### src/slcd_pkg.sv
// Shared constants and carrier types of the segment LCD controller.
// Assumes a byte-wide special-function register port on one clock.
`default_nettype none
package slcd_pkg;
	localparam logic [7:0] ADDR_CONFIG = 8'h95;
	localparam logic [7:0] ADDR_CLOCK = 8'h96;
	localparam logic [7:0] ADDR_SEGLO = 8'h97;
	localparam logic [7:0] ADDR_PTR = 8'hAC;
	localparam logic [7:0] ADDR_DATA = 8'hAE;
	localparam logic [7:0] ADDR_SCREEN = 8'hB1;
	localparam logic [7:0] ADDR_SEGHI = 8'hED;
	localparam logic [7:0] RESET_BYTE = 8'h00;
	localparam logic [7:0] SEGHI_MASK = 8'h0F;
	localparam logic [7:0] SEGLO_MASK = 8'hFC;
	localparam logic [7:0] CFG_MASK = 8'hBF;
	localparam int CFG_BIAS = 2;
	localparam int CFG_CLK = 3;
	localparam int CFG_BLINK = 5;
	localparam int CFG_CLR = 6;
	localparam int SCR_FREEZE = 0;
	localparam int SCR_SEL_LSB = 1;
	localparam int SCR_AUTO = 7;
	localparam int PTR_WR = 7;
	localparam int PTR_SCR_LSB = 4;
	localparam int NUM_SCREENS = 4;
	localparam int BYTES = 15;
	localparam int SEG_LINES = 29;
	localparam int COMS = 4;
	localparam int SEG_FIXED = 16;
	localparam int SEG_HI_BASE = 16;
	localparam int SEG_LO_BASE = 18;
	localparam int SEG_LO_TOP = 25;
	localparam int SEG_THIRD = 28;
	localparam int SEG_FOURTH = 27;
	localparam logic [1:0] MUX_3X = 2'h2;
	localparam logic [1:0] MUX_4X = 2'h3;
	localparam logic [1:0] BLK_SOFT_OFF = 2'h0;
	localparam logic [1:0] BLK_SOFT_ON = 2'h1;
	localparam logic [1:0] BLK_AUTO_FIFTH = 2'h2;
	localparam logic [1:0] BLK_AUTO = 2'h3;
	localparam int CLK_HZ = 100_000_000;
	localparam int FAST_HZ = 2048;
	localparam int SLOW_HZ = 128;
	localparam int FAST_CYC = CLK_HZ / FAST_HZ;
	localparam int SLOW_CYC = CLK_HZ / SLOW_HZ;
	// Base-clock ticks per half common step at 3x/4x; doubled for 2x
	localparam logic [15:0][7:0] FD_HALF_DEF = {8'h10, 8'h0F, 8'h0E,
		8'h0D, 8'h0C, 8'h0B, 8'h0A, 8'h09, 8'h08, 8'h07, 8'h06, 8'h05,
		8'h04, 8'h03, 8'h02, 8'h20};
	// 128 Hz ticks per blink half period; entry 4 is the fifth rate
	localparam logic [4:0][8:0] BLINK_DEF = {9'h040, 9'h100, 9'h080,
		9'h040, 9'h020};
	localparam logic [2:0] BLINK_FIFTH = 3'h4;
	typedef logic [BYTES-1:0][7:0] slcd_screen_t;
	typedef slcd_screen_t [NUM_SCREENS-1:0] slcd_cells_t;
	typedef enum logic {BLK_SHOW, BLK_HIDE} slcd_blink_t;
	typedef struct packed {
		logic wr;
		logic rd;
		logic [7:0] addr;
		logic [7:0] wdata;
	} slcd_sfr_t;
	typedef struct packed {
		logic en;
		logic [1:0] screen;
		logic [3:0] addr;
		logic [7:0] data;
	} slcd_mwr_t;
	typedef struct packed {
		logic [19:0] fast;
		logic [19:0] slow;
		logic [8:0] div;
	} slcd_tim_st_t;
	typedef struct packed {
		slcd_cells_t cells;
	} slcd_mem_st_t;
endpackage
`default_nettype wire

### src/slcd_timing.sv
// Base clock prescalers and half common step divider.
// Assumes clock_i at the package rate; outputs are one-cycle pulses.
`default_nettype none
module slcd_timing #(
	parameter int FAST_DIV = slcd_pkg::FAST_CYC,
	parameter int SLOW_DIV = slcd_pkg::SLOW_CYC,
	parameter logic [15:0][7:0] FD_HALF = slcd_pkg::FD_HALF_DEF
) (
	input wire logic clock_i,
	input wire logic reset_i,
	input wire logic clock_pick_i,
	input wire logic [1:0] mux_i,
	input wire logic [3:0] fd_i,
	output logic half_tick_o,
	output logic slow_tick_o
);
	slcd_pkg::slcd_tim_st_t s_ff, nxt_s;
	logic fast_tick;
	logic base_tick;
	logic [8:0] limit;

	if (FAST_DIV < 2 || SLOW_DIV < 2 || SLOW_DIV >= (1 << 20)) begin : g_chk
		$error("slcd_timing: divider out of range");
	end

	always_comb begin
		nxt_s = s_ff;
		fast_tick = s_ff.fast == 20'(FAST_DIV - 1);
		slow_tick_o = s_ff.slow == 20'(SLOW_DIV - 1);
		nxt_s.fast = fast_tick ? '0 : s_ff.fast + 20'h1;
		nxt_s.slow = slow_tick_o ? '0 : s_ff.slow + 20'h1;
		base_tick = clock_pick_i ? slow_tick_o : fast_tick;
		// Two commons need twice the ticks per step
		limit = mux_i[1] ? {1'b0, FD_HALF[fd_i]} : {FD_HALF[fd_i], 1'b0};
		half_tick_o = base_tick && (s_ff.div >= limit - 9'h1);
		if (base_tick) begin
			nxt_s.div = half_tick_o ? '0 : s_ff.div + 9'h1;
		end
	end

	always_ff @(posedge clock_i) begin
		if (reset_i) begin
			s_ff <= '0;
		end else begin
			s_ff <= nxt_s;
		end
	end
endmodule
`default_nettype wire

### src/slcd_mem.sv
// Four screens of segment data with clear, write and two read ports.
// Assumes the caller registers rd_data_o before software sees it.
`default_nettype none
module slcd_mem (
	input wire logic clock_i,
	input wire logic reset_i,
	input wire logic clear_i,
	input wire slcd_pkg::slcd_mwr_t wr_i,
	input wire logic [1:0] rd_screen_i,
	input wire logic [3:0] rd_addr_i,
	input wire logic [1:0] disp_screen_i,
	output logic [7:0] rd_data_o,
	output slcd_pkg::slcd_screen_t screen_o
);
	slcd_pkg::slcd_mem_st_t s_ff, nxt_s;

	always_comb begin
		nxt_s = s_ff;
		if (clear_i) begin
			nxt_s.cells = '0;
		end else if (wr_i.en && wr_i.addr < 4'(slcd_pkg::BYTES)) begin
			nxt_s.cells[wr_i.screen][wr_i.addr] = wr_i.data;
		end
		rd_data_o = slcd_pkg::RESET_BYTE;
		if (rd_addr_i < 4'(slcd_pkg::BYTES)) begin
			rd_data_o = s_ff.cells[rd_screen_i][rd_addr_i];
		end
		screen_o = s_ff.cells[disp_screen_i];
	end

	// Only reset, clear and the write port touch contents
	always_ff @(posedge clock_i) begin
		if (reset_i) begin
			s_ff <= '0;
		end else begin
			s_ff <= nxt_s;
		end
	end
endmodule
`default_nettype wire

### src/slcd_ctrl.sv
// Segment LCD controller top: registers, pointer access, drive timing.
// Assumes a same-clock register port; a read answers one cycle later.
`default_nettype none
module slcd_ctrl #(
	parameter int FAST_DIV = slcd_pkg::FAST_CYC,
	parameter int SLOW_DIV = slcd_pkg::SLOW_CYC,
	parameter logic [15:0][7:0] FD_HALF = slcd_pkg::FD_HALF_DEF,
	parameter logic [4:0][8:0] BLINK_TICKS = slcd_pkg::BLINK_DEF
) (
	input wire logic clock_i,
	input wire logic reset_i,
	input wire slcd_pkg::slcd_sfr_t sfr_i,
	output logic [7:0] sfr_rdata_o,
	output logic [slcd_pkg::SEG_LINES-1:0] seg_pin_lcd_o,
	output logic [slcd_pkg::COMS-1:0] com_pin_lcd_o,
	output logic [slcd_pkg::SEG_LINES-1:0] seg_drive_o,
	output logic [slcd_pkg::COMS-1:0] com_drive_o,
	output logic polarity_o,
	output logic bias_sel_o
);
	typedef struct packed {
		logic [7:0] cfg;
		logic [7:0] clk;
		logic [7:0] seglo;
		logic [7:0] seghi;
		logic [7:0] scr;
		logic [7:0] data;
		logic [7:0] ptr;
		logic [7:0] rdata;
		slcd_pkg::slcd_screen_t shown;
		logic [1:0] scroll_scr;
		logic [1:0] com_idx;
		logic half;
		logic pol;
		slcd_pkg::slcd_blink_t blink;
		logic [8:0] blink_cnt;
		logic [slcd_pkg::SEG_LINES-1:0] seg_drive;
		logic [slcd_pkg::COMS-1:0] com_drive;
	} slcd_ctrl_st_t;

	for (genvar i = 0; i < 16; i++) begin : g_chk
		if (FD_HALF[i] == 8'h00) begin : g_bad
			$error("slcd_ctrl: zero frame divider entry");
		end
	end

	slcd_ctrl_st_t s_ff, nxt_s;
	slcd_pkg::slcd_mwr_t mem_wr;
	slcd_pkg::slcd_screen_t mem_screen;
	logic [7:0] mem_rd;
	logic half_tick;
	logic slow_tick;
	logic ptr_wr;
	logic mem_clear;
	logic [1:0] mux;
	logic [1:0] mode;
	logic blink_en;
	logic scroll_on;
	logic auto_blink;
	logic disp_on;
	logic blink_exp;
	logic [8:0] blink_lim;
	logic [1:0] last_com;
	logic [1:0] disp_scr;
	logic [slcd_pkg::SEG_LINES-1:0] seg_en;
	logic [slcd_pkg::SEG_LINES-1:0] seg_bit;

	assign mux = s_ff.cfg[1:0];
	assign mode = s_ff.clk[7:6];
	assign blink_en = s_ff.cfg[slcd_pkg::CFG_BLINK];
	// Scrolling is not gated by any power state
	assign scroll_on = s_ff.scr[slcd_pkg::SCR_AUTO] && blink_en;
	assign auto_blink = mode[1];
	assign ptr_wr = sfr_i.wr && sfr_i.addr == slcd_pkg::ADDR_PTR;
	assign mem_clear = sfr_i.wr && sfr_i.addr == slcd_pkg::ADDR_CONFIG &&
		sfr_i.wdata[slcd_pkg::CFG_CLR];
	assign disp_scr = scroll_on ? s_ff.scroll_scr :
		s_ff.scr[slcd_pkg::SCR_SEL_LSB +: 2];

	always_comb begin
		mem_wr.en = ptr_wr && sfr_i.wdata[slcd_pkg::PTR_WR];
		mem_wr.screen = sfr_i.wdata[slcd_pkg::PTR_SCR_LSB +: 2];
		mem_wr.addr = sfr_i.wdata[3:0];
		// Data register was loaded by an earlier write
		mem_wr.data = s_ff.data;
	end

	slcd_mem u_mem (
		.clock_i(clock_i),
		.reset_i(reset_i),
		.clear_i(mem_clear),
		.wr_i(mem_wr),
		.rd_screen_i(sfr_i.wdata[slcd_pkg::PTR_SCR_LSB +: 2]),
		.rd_addr_i(sfr_i.wdata[3:0]),
		.disp_screen_i(disp_scr),
		.rd_data_o(mem_rd),
		.screen_o(mem_screen)
	);

	slcd_timing #(
		.FAST_DIV(FAST_DIV),
		.SLOW_DIV(SLOW_DIV),
		.FD_HALF(FD_HALF)
	) u_timing (
		.clock_i(clock_i),
		.reset_i(reset_i),
		.clock_pick_i(s_ff.cfg[slcd_pkg::CFG_CLK]),
		.mux_i(mux),
		.fd_i(s_ff.clk[3:0]),
		.half_tick_o(half_tick),
		.slow_tick_o(slow_tick)
	);

	// Pin ownership and data bit per segment line
	for (genvar k = 0; k < slcd_pkg::SEG_LINES; k++) begin : g_seg
		if (k < slcd_pkg::SEG_FIXED) begin : g_fix
			assign seg_en[k] = 1'b1;
		end else if (k < slcd_pkg::SEG_LO_BASE + 2) begin : g_hi
			assign seg_en[k] = s_ff.seghi[k - slcd_pkg::SEG_HI_BASE];
		end else if (k <= slcd_pkg::SEG_LO_TOP) begin : g_lo
			assign seg_en[k] = s_ff.seglo[k - slcd_pkg::SEG_LO_BASE];
		end else if (k == slcd_pkg::SEG_FOURTH) begin : g_27
			assign seg_en[k] = mux != slcd_pkg::MUX_4X;
		end else if (k == slcd_pkg::SEG_THIRD) begin : g_28
			assign seg_en[k] = !mux[1];
		end else begin : g_none
			assign seg_en[k] = 1'b0;
		end
		assign seg_bit[k] = s_ff.shown[k / 2][(k % 2) * 4 + s_ff.com_idx];
	end

	assign seg_pin_lcd_o = seg_en;
	assign com_pin_lcd_o = {mux == slcd_pkg::MUX_4X, mux[1], 2'b11};
	assign seg_drive_o = s_ff.seg_drive;
	assign com_drive_o = s_ff.com_drive;
	assign polarity_o = s_ff.pol;
	assign bias_sel_o = s_ff.cfg[slcd_pkg::CFG_BIAS];
	assign sfr_rdata_o = s_ff.rdata;

	always_comb begin
		last_com = mux[1] ? mux : 2'h1;
		blink_lim = BLINK_TICKS[mode == slcd_pkg::BLK_AUTO ?
			{1'b0, s_ff.clk[5:4]} : slcd_pkg::BLINK_FIFTH];
		blink_exp = slow_tick && s_ff.blink_cnt >= blink_lim - 9'h1;
		if (!blink_en || scroll_on) begin
			disp_on = 1'b1;
		end else if (auto_blink) begin
			disp_on = s_ff.blink == slcd_pkg::BLK_SHOW;
		end else begin
			disp_on = mode == slcd_pkg::BLK_SOFT_ON;
		end
	end

	always_comb begin
		nxt_s = s_ff;
		if (sfr_i.wr) begin
			case (sfr_i.addr)
				slcd_pkg::ADDR_CONFIG: begin
					nxt_s.cfg = sfr_i.wdata & slcd_pkg::CFG_MASK;
				end
				slcd_pkg::ADDR_CLOCK: begin
					nxt_s.clk = sfr_i.wdata;
				end
				slcd_pkg::ADDR_SEGLO: begin
					nxt_s.seglo = sfr_i.wdata & slcd_pkg::SEGLO_MASK;
				end
				slcd_pkg::ADDR_SEGHI: begin
					nxt_s.seghi = sfr_i.wdata & slcd_pkg::SEGHI_MASK;
				end
				slcd_pkg::ADDR_SCREEN: begin
					nxt_s.scr = sfr_i.wdata;
				end
				slcd_pkg::ADDR_DATA: begin
					nxt_s.data = sfr_i.wdata;
				end
				slcd_pkg::ADDR_PTR: begin
					nxt_s.ptr = sfr_i.wdata & 8'hBF;
					if (!sfr_i.wdata[slcd_pkg::PTR_WR]) begin
						nxt_s.data = mem_rd;
					end
				end
				default: begin
				end
			endcase
		end
		if (sfr_i.rd) begin
			case (sfr_i.addr)
				slcd_pkg::ADDR_CONFIG: nxt_s.rdata = s_ff.cfg;
				slcd_pkg::ADDR_CLOCK: nxt_s.rdata = s_ff.clk;
				slcd_pkg::ADDR_SEGLO: nxt_s.rdata = s_ff.seglo;
				slcd_pkg::ADDR_SEGHI: nxt_s.rdata = s_ff.seghi;
				slcd_pkg::ADDR_SCREEN: nxt_s.rdata = s_ff.scr;
				slcd_pkg::ADDR_DATA: nxt_s.rdata = s_ff.data;
				slcd_pkg::ADDR_PTR: nxt_s.rdata = s_ff.ptr;
				default: nxt_s.rdata = slcd_pkg::RESET_BYTE;
			endcase
		end
		// Displayed copy only follows memory while not frozen
		if (!s_ff.scr[slcd_pkg::SCR_FREEZE]) begin
			nxt_s.shown = mem_screen;
		end
		if (half_tick) begin
			nxt_s.pol = !s_ff.pol;
			nxt_s.half = !s_ff.half;
			if (s_ff.half) begin
				nxt_s.com_idx = s_ff.com_idx >= last_com ? 2'h0 :
					s_ff.com_idx + 2'h1;
			end
		end
		if (s_ff.com_idx > last_com) begin
			nxt_s.com_idx = 2'h0;
		end
		if (slow_tick) begin
			nxt_s.blink_cnt = blink_exp ? '0 : s_ff.blink_cnt + 9'h1;
		end
		if (blink_exp && blink_en && auto_blink) begin
			if (scroll_on) begin
				nxt_s.scroll_scr = s_ff.scroll_scr + 2'h1;
			end else begin
				case (s_ff.blink)
					slcd_pkg::BLK_SHOW: nxt_s.blink = slcd_pkg::BLK_HIDE;
					slcd_pkg::BLK_HIDE: nxt_s.blink = slcd_pkg::BLK_SHOW;
					default: nxt_s.blink = slcd_pkg::BLK_SHOW;
				endcase
			end
		end
		nxt_s.seg_drive = disp_on ? seg_bit & seg_en : '0;
		nxt_s.com_drive = 4'h1 << s_ff.com_idx;
	end

	always_ff @(posedge clock_i) begin
		if (reset_i) begin
			s_ff <= '0;
		end else begin
			s_ff <= nxt_s;
		end
	end
endmodule
`default_nettype wire

### config.mk
export PLATFORM = sky130hd
export DESIGN_NAME = slcd_ctrl
export DESIGN_NICKNAME = d
export VERILOG_FILES = /design/src/slcd_pkg.sv /design/src/slcd_timing.sv /design/src/slcd_mem.sv /design/src/slcd_ctrl.sv
export SDC_FILE = /design/constraint.sdc
export NUM_CORES = 2
export LEC_CHECK = 0
export ABC_AREA = 1
export BUFFER_PORTS_ARGS = -buffer_cell sky130_fd_sc_hd__buf_2
export CORE_UTILIZATION = 63
export CTS_CLUSTER_DIAMETER = 100
export DETAILED_ROUTE_END_ITERATION = 8
export PLACE_DENSITY_LB_ADDON = 0.05
export SYNTH_ARGS = -nofsm -noshare
export SYNTH_HDL_FRONTEND = slang
export SYNTH_SLANG_ARGS = --single-unit
### constraint.sdc
create_clock -name clock_i -period 2.9 [get_ports clock_i]
set_clock_uncertainty 0.1 [all_clocks]
set_input_delay 0.145 -clock clock_i [delete_from_list [all_inputs] [get_ports clock_i]]
set_output_delay 0.145 -clock clock_i [all_outputs]
set_load 0.02 [all_outputs]
After elaboration in Yosys (flattened, before gate mapping)
Memories as Yosys holds them, arrays and structs flattened. A register that Yosys moved wholly into a read port is not among the register bits.
Index checks and enable logic that the tools add are counted.
{ "totals": {"register_bits": 750, "mem_bits_ro": 200, "in_bits": 20, "out_inout_bits": 76, "elab_cells": 259, "memories": 2} }
{ "mem_list": {"columns": ["name", "depth", "width", "read_ports", "rd_clocked_by_memory_dff", "wr", "line_no", "rtl"], "rows": [
  ["(name not given)", 16, 8, 1, 1, 0, "slcd_timing.sv:34", "limit = mux_i[1] ? {1'b0, FD_HALF[fd_i]} : {FD_HALF[fd_i], 1'b0};"],
  ["(name not given)", 8, 9, 1, 0, 0, "slcd_ctrl.sv:142", "blink_lim = BLINK_TICKS[mode == slcd_pkg::BLK_AUTO ?"]
]} }
{ "classes": {"n_addsub": 9, "n_lt_le_gt_ge": 14, "eq_ne": 14, "n_shift": 1, "mux": 88, "bitwise_logic": 4, "reduce_logical": 33} }
{ "ops": {"columns": ["op", "n"], "rows": [
  ["120-bit binary-select mux with 2-bit select", 2],
  ["480-bit bitwise mux", 1],
  ["120-bit demux with 2-bit select", 1],
  ["120-bit two-way mux", 2],
  ["116-bit two-way mux", 1],
  ["8-bit equality test (second input constant)", 7],
  ["8-bit case mux with 7 select lines", 1],
  ["1-bit binary-select mux with 3-bit select", 14],
  ["20-bit by 1-bit adder with 20-bit output (second input constant)", 2],
  ["8-bit two-way mux", 5],
  ["9-bit two-way mux", 4],
  ["8-bit binary-select mux with 4-bit select", 1],
  ["8-bit demux with 4-bit select", 1],
  ["1-bit two-way mux", 32],
  ["1-bit binary-select mux with 2-bit select", 15],
  ["29-bit bitwise AND", 1],
  ["20-bit by 16-bit equality test with 1-bit output (second input constant)", 1],
  ["20-bit equality test (second input constant)", 1],
  ["9-bit by 1-bit adder with 9-bit output (second input constant)", 2],
  ["9-bit greater-or-equal comparator", 2],
  ["2-bit AND reduction", 9],
  ["9-bit by 1-bit subtractor with 9-bit output (second input constant)", 2],
  ["8-bit case mux with 2 select lines", 1],
  ["1-bit logical AND", 12],
  ["25 further kinds", 43]
]} }

Longest topological paths before layout
{ "logic_depth": {"depth_word": 10, "depth_mapped": 16} }

Hierarchy
Synthesis repeated with hierarchy kept, for this count alone.
{ "hier_totals": {"hier_cells": 5882, "area_unflattened_um2": 38545.7} }
{ "modules_own_cells": {"columns": ["mod", "n_inst", "cells_each", "area_each_um2"], "rows": [
  ["slcd_mem", 1, 4041, 25538.2],
  ["slcd_ctrl", 1, 1323, 9587.9],
  ["slcd_timing", 1, 518, 3419.5]
]} }

Worst setup path before layout
No wires, ideal clock.
{ "synth_timing": {"kind": "register to register", "start": "register s_ff (netlist bit com_pin_lcd_o[2])", "end": "register s_ff[44] in the netlist's numbering", "setup_time_ps": 70, "arrival_ps": 2538, "t_required_ps": 2730, "path_slack_ps": 192, "stages_incl_launch_ff": 15, "synth_period_minus_slack_ps": 2708, "cell_sequence": "dfxtp_1 > inv_1 > or2_2 > o21ai_0 > nand3_1 > nor2_1 > nand2_1 > ha_1 > nand2_1 > nor2_1 > nand3b_1 > nand4_1 > nand2_1 > or2_2 > a21oi_1"} }
{ "synth_between": {"elab_chain_cells": 4} }
{ "synth_lines": {"columns": ["element", "line_no", "rtl"], "rows": [
  ["from (decl)", "slcd_ctrl.sv:47", "slcd_ctrl_st_t s_ff, nxt_s;"],
  ["from (signal assigned)", "slcd_ctrl.sv:235", "s_ff <= nxt_s;"],
  ["9-bit two-way mux", "slcd_timing.sv:34", null],
  ["9-bit by 1-bit subtractor with 9-bit output", "slcd_timing.sv:35", "half_tick_o = base_tick && (s_ff.div >= limit - 9'h1);"],
  ["9-bit greater-or-equal comparator", "slcd_timing.sv:35", null],
  ["1-bit logical AND", "slcd_timing.sv:35", null]
]} }
No other way between the ends.
A chain may end at the register's enable or synchronous reset.

Final worst setup path
{ "layout_timing": {"start": "register s_ff (netlist bit com_pin_lcd_o[2])", "end": "register s_ff[45] in the netlist's numbering"} }
{ "layout_between": {"elab_chain_cells": 5, "word_cells_on_any_way": 10, "classes_between": "1 x add/sub; 3 x order compare; 3 x mux; 3 x reduce/logical"} }
{ "layout_lines": {"columns": ["element", "line_no"], "rows": [
  ["9-bit two-way mux", "slcd_timing.sv:34"],
  ["9-bit by 1-bit subtractor with 9-bit output", "slcd_timing.sv:35"],
  ["9-bit greater-or-equal comparator", "slcd_timing.sv:35"],
  ["1-bit logical AND", "slcd_timing.sv:35"],
  ["2-bit AND reduction (no source line)", null]
]} }
Several ways; a longest one is shown, not always the timed one.

==> flow_metrics.env <==
export IMPL_antenna_found_initial=1
export IMPL_total_power_mw=21.8
export IMPL_vdd_ir_drop_worst_mv=0.482
export IMPL_numCtsBuffers=81
export IMPL_core_area_sq_um=63300
export IMPL_fin_crit_sh_pct=93.5
export IMPL_status="finished clean"
export IMPL_syn_avg_cell_area_sq_um=6.64
export IMPL_nNetsFinal=6000
export IMPL_yosysSeqAreaShare_pct=37.1
export IMPL_slew_limit_headroom_pct=33.7
export IMPL_drt_vias_per_instance=5.63
export IMPL_drcViolationCount=0
export IMPL_clock_sinks=751
export IMPL_place_congestion=0.923
export IMPL_cpMostUsedCell="nand2_1"
export IMPL_final_util_pct=69.7
export IMPL_hold_ws_ns=0.0385
export IMPL_regArea_sq_um=15000
export IMPL_overflow=0
export IMPL_arrival_ns=3.17
export IMPL_max_slew_worst_pin_slew_ns=0.992
export IMPL_clk_insertion_delay_late_ns=0.64
export IMPL_ys_flop_type="dfxtp_1"
export IMPL_yosys_area_top_type="dfxtp_1"
export IMPL_port_buffers=75
export IMPL_wl_per_cell_um=18.1
export IMPL_synthCells=6100
export IMPL_finalSetupViolCount=0
export IMPL_max_stage_delay_ns=0.38
export IMPL_synthDominantCellAreaShare_pct=37.1
export IMPL_vias=38700
export IMPL_initial_utilization_pct=64.0
export IMPL_ys_async_sr_fraction_pct=0
export IMPL_path_clk_slew_ns=0.06
export IMPL_ant_nets=0
export IMPL_die_h_um=256
export IMPL_grt_usage_pct=37.1
export IMPL_synth_cell_type_count=48
export IMPL_dp_cells=6703
export IMPL_synth_commonest_cells="1,652 x nand2_1, 808 x nor2_1, 751 x dfxtp_1"
export IMPL_drt_initial_drc_count=4254
export IMPL_critPathCaptureType="flop"
export IMPL_multi_input_area_sq_um=20500
export IMPL_synth_seq_cells=751
export IMPL_grt_max_degree=119
export IMPL_syn_to_final_growth_pct=8.99
export IMPL_fillers=5621
export IMPL_cap_violations=0
export IMPL_yosysMostFrequentCell="nand2_1"
export IMPL_dr_pass1_iters=6
export IMPL_n_antenna_cell=0
export IMPL_synth_edf_count=0
export IMPL_cts_tree="built"
export IMPL_period_minus_slack_ns=2.71
export IMPL_path_class="flop to flop"
export IMPL_powerDensity_nw_per_um2=495
export IMPL_slowest_stage="dfxtp_4"
export IMPL_yosysWarnings=0
export IMPL_slew_viol_final=0
export IMPL_drt_total_wl_um=124000
export IMPL_p_leak_nw=23.1
export IMPL_stdcell_count=6862
export IMPL_max_freq_mhz=369
export IMPL_design_portCount=96
export IMPL_num_rows=92
export IMPL_cp_cell_sequence="buf_8, nand2_1, o21ai_2, ha_2, nand3_4, nor2_4, xor2_1, ha_1, a21oi_2, o21a_1, nand4_1, buf_4, nand3_1, nand2_1, a21oi_1"
export IMPL_grt_pass1_wl_um=195000
export IMPL_clockBufferDepth=3
export IMPL_dp_hpwl_um=77500
export IMPL_hp_class="input port to flop"
export IMPL_finalHoldViolCount=0
export IMPL_die_area_sq_um=65300
export IMPL_worstSetupStartpointType="flop"
export IMPL_layout_drive_gt1_share_pct=8.26
export IMPL_crit_required_ns=3.36
export IMPL_synth_area_sq_um=40500
export IMPL_htreeDepth=3
export IMPL_critPathMaxFanout=12
export IMPL_synthTopCellsByArea="dfxtp_1 37%, nand2_1 15%, nor3b_1 7.9%"
export IMPL_clock_root_buffer="clkbuf_16"
export IMPL_grt_pass1_vias=35300
export IMPL_dieWidth_um=256
per-stage QoR:
step,worst slack (ns),instance area [sq um],setup TNS [ns]
3_3_place_gp,0.0935,41200,0
3_5_place_dp,0.0619,41200,0
2_1_floorplan,0.192,40600,0
5_1_grt,-0.00501,44100,-0.00501
4_1_cts,0.0394,44000,0
6_report,0.188,44100,0
placed cells by master (no fill, tap or decap), drive strengths merged, types with 11 or more instances in the layout:
cell type,synthesis,routed
nand3,70,70
inv,741,743
o21ai,384,384
o221ai,112,112
clkbuf,229,124
buf,244,214
nand2,1695,1695
nor3,51,51
a21oi,363,363
a221oi,11,11
ha,24,24
clkinv,5,17
a31oi,18,18
dlygate4sd3,0,13
o22ai,11,11
conb,2,21
xor2,18,18
nor3b,482,482
nor2,813,813
nand4,33,33
dfxtp,751,751
final timing paths:
path	from	end	slack (ns)	cells past startpoint
hold reg to reg	u_timing.s_ff[29]	u_timing.s_ff[29]	0.35	1
setup / recovery	com_pin_lcd_o[2]	s_ff[45]	0.19	15
hold / removal	sfr_i[11]	s_ff[197]	0.04	7
setup reg to reg	com_pin_lcd_o[2]	s_ff[45]	0.19	15
layout make-up:
type	count	share of cell area [%]
clock buffers	124	5.76
multi-input cells	4149	46.4
repair buffers	227	4.51
flip-flops and latches	751	34.1
well taps	846	2.40
clock inverters	19	0.465
inverters	746	6.39
power by group:
group	switching (mW)	internal, mW	total, mW	leakage [nW]
Clock	4.34	6.37	10.7	1.37
Combinational	0.630	0.152	0.783	15.6
Sequential	0.0121	10.3	10.3	6.05
routing by layer:
| layer | vias up | share of wire (%) | global-route usage (%) |
|---|---|---|---|
| met5 | - | 0.010 | 0 |
| met4 | 2 | 4.6 | 17.1 |
| met3 | 355 | 9.0 | 5.54 |
| met2 | 1698 | 44 | 58.9 |
| met1 | 17700 | 42 | 49.7 |
| li1 | 18900 | - | - |
what timing repair did:
| action | 4_1_cts | 5_1_grt |
|---|---|---|
| resized for setup | 0 | 26 |
| endpoints found under the setup margin | 0 | 13 |
| setup buffers | 0 | 3 |
| hold buffers | 13 | 0 |
| endpoints found under the hold margin | 51 | 0 |
state kept, by name, indices dropped and copies added (netlist names), 4 cells and up, named ones only:
name	flops
seg_pin_lcd_o	10
u_timing.s_ff	49
sfr_rdata_o	8
seg_drive_o	28
s_ff	151
com_drive_o	4
mem_wr	8
u_mem.s_ff	480
critical path: cells and delay by family (launching register included):
family                     cells  cell delay [ns]
buffers and inverters          2             0.35
AOI/OAI and AO/OA              4             0.47
DFF                            1             0.38
adders and majority gates      2             0.53
xor gates and xnor gates       1             0.15
and+or+nand+nor                6             0.67
kinds of logic (layout without fill, tap and decap cells):
kind of cell / Yosys count / count (layout) / synth area share (%)
XOR/XNOR: 27 / 27 / 0.584
AND/OR/NAND/NOR: 3162 / 3162 / 36.1
multiplexers: 1 / 1 / 0.0247
flip-flops: 751 / 751 / 37.1
AO/OA/AOI/OAI: 914 / 914 / 12.7
buffers and inverters: 1219 / 1116 / 12.8
other: 2 / 21 / 0.0185
adder cells (fa/ha/maj): 24 / 24 / 0.742
Note: power is estimated with default switching activity, not from simulation.
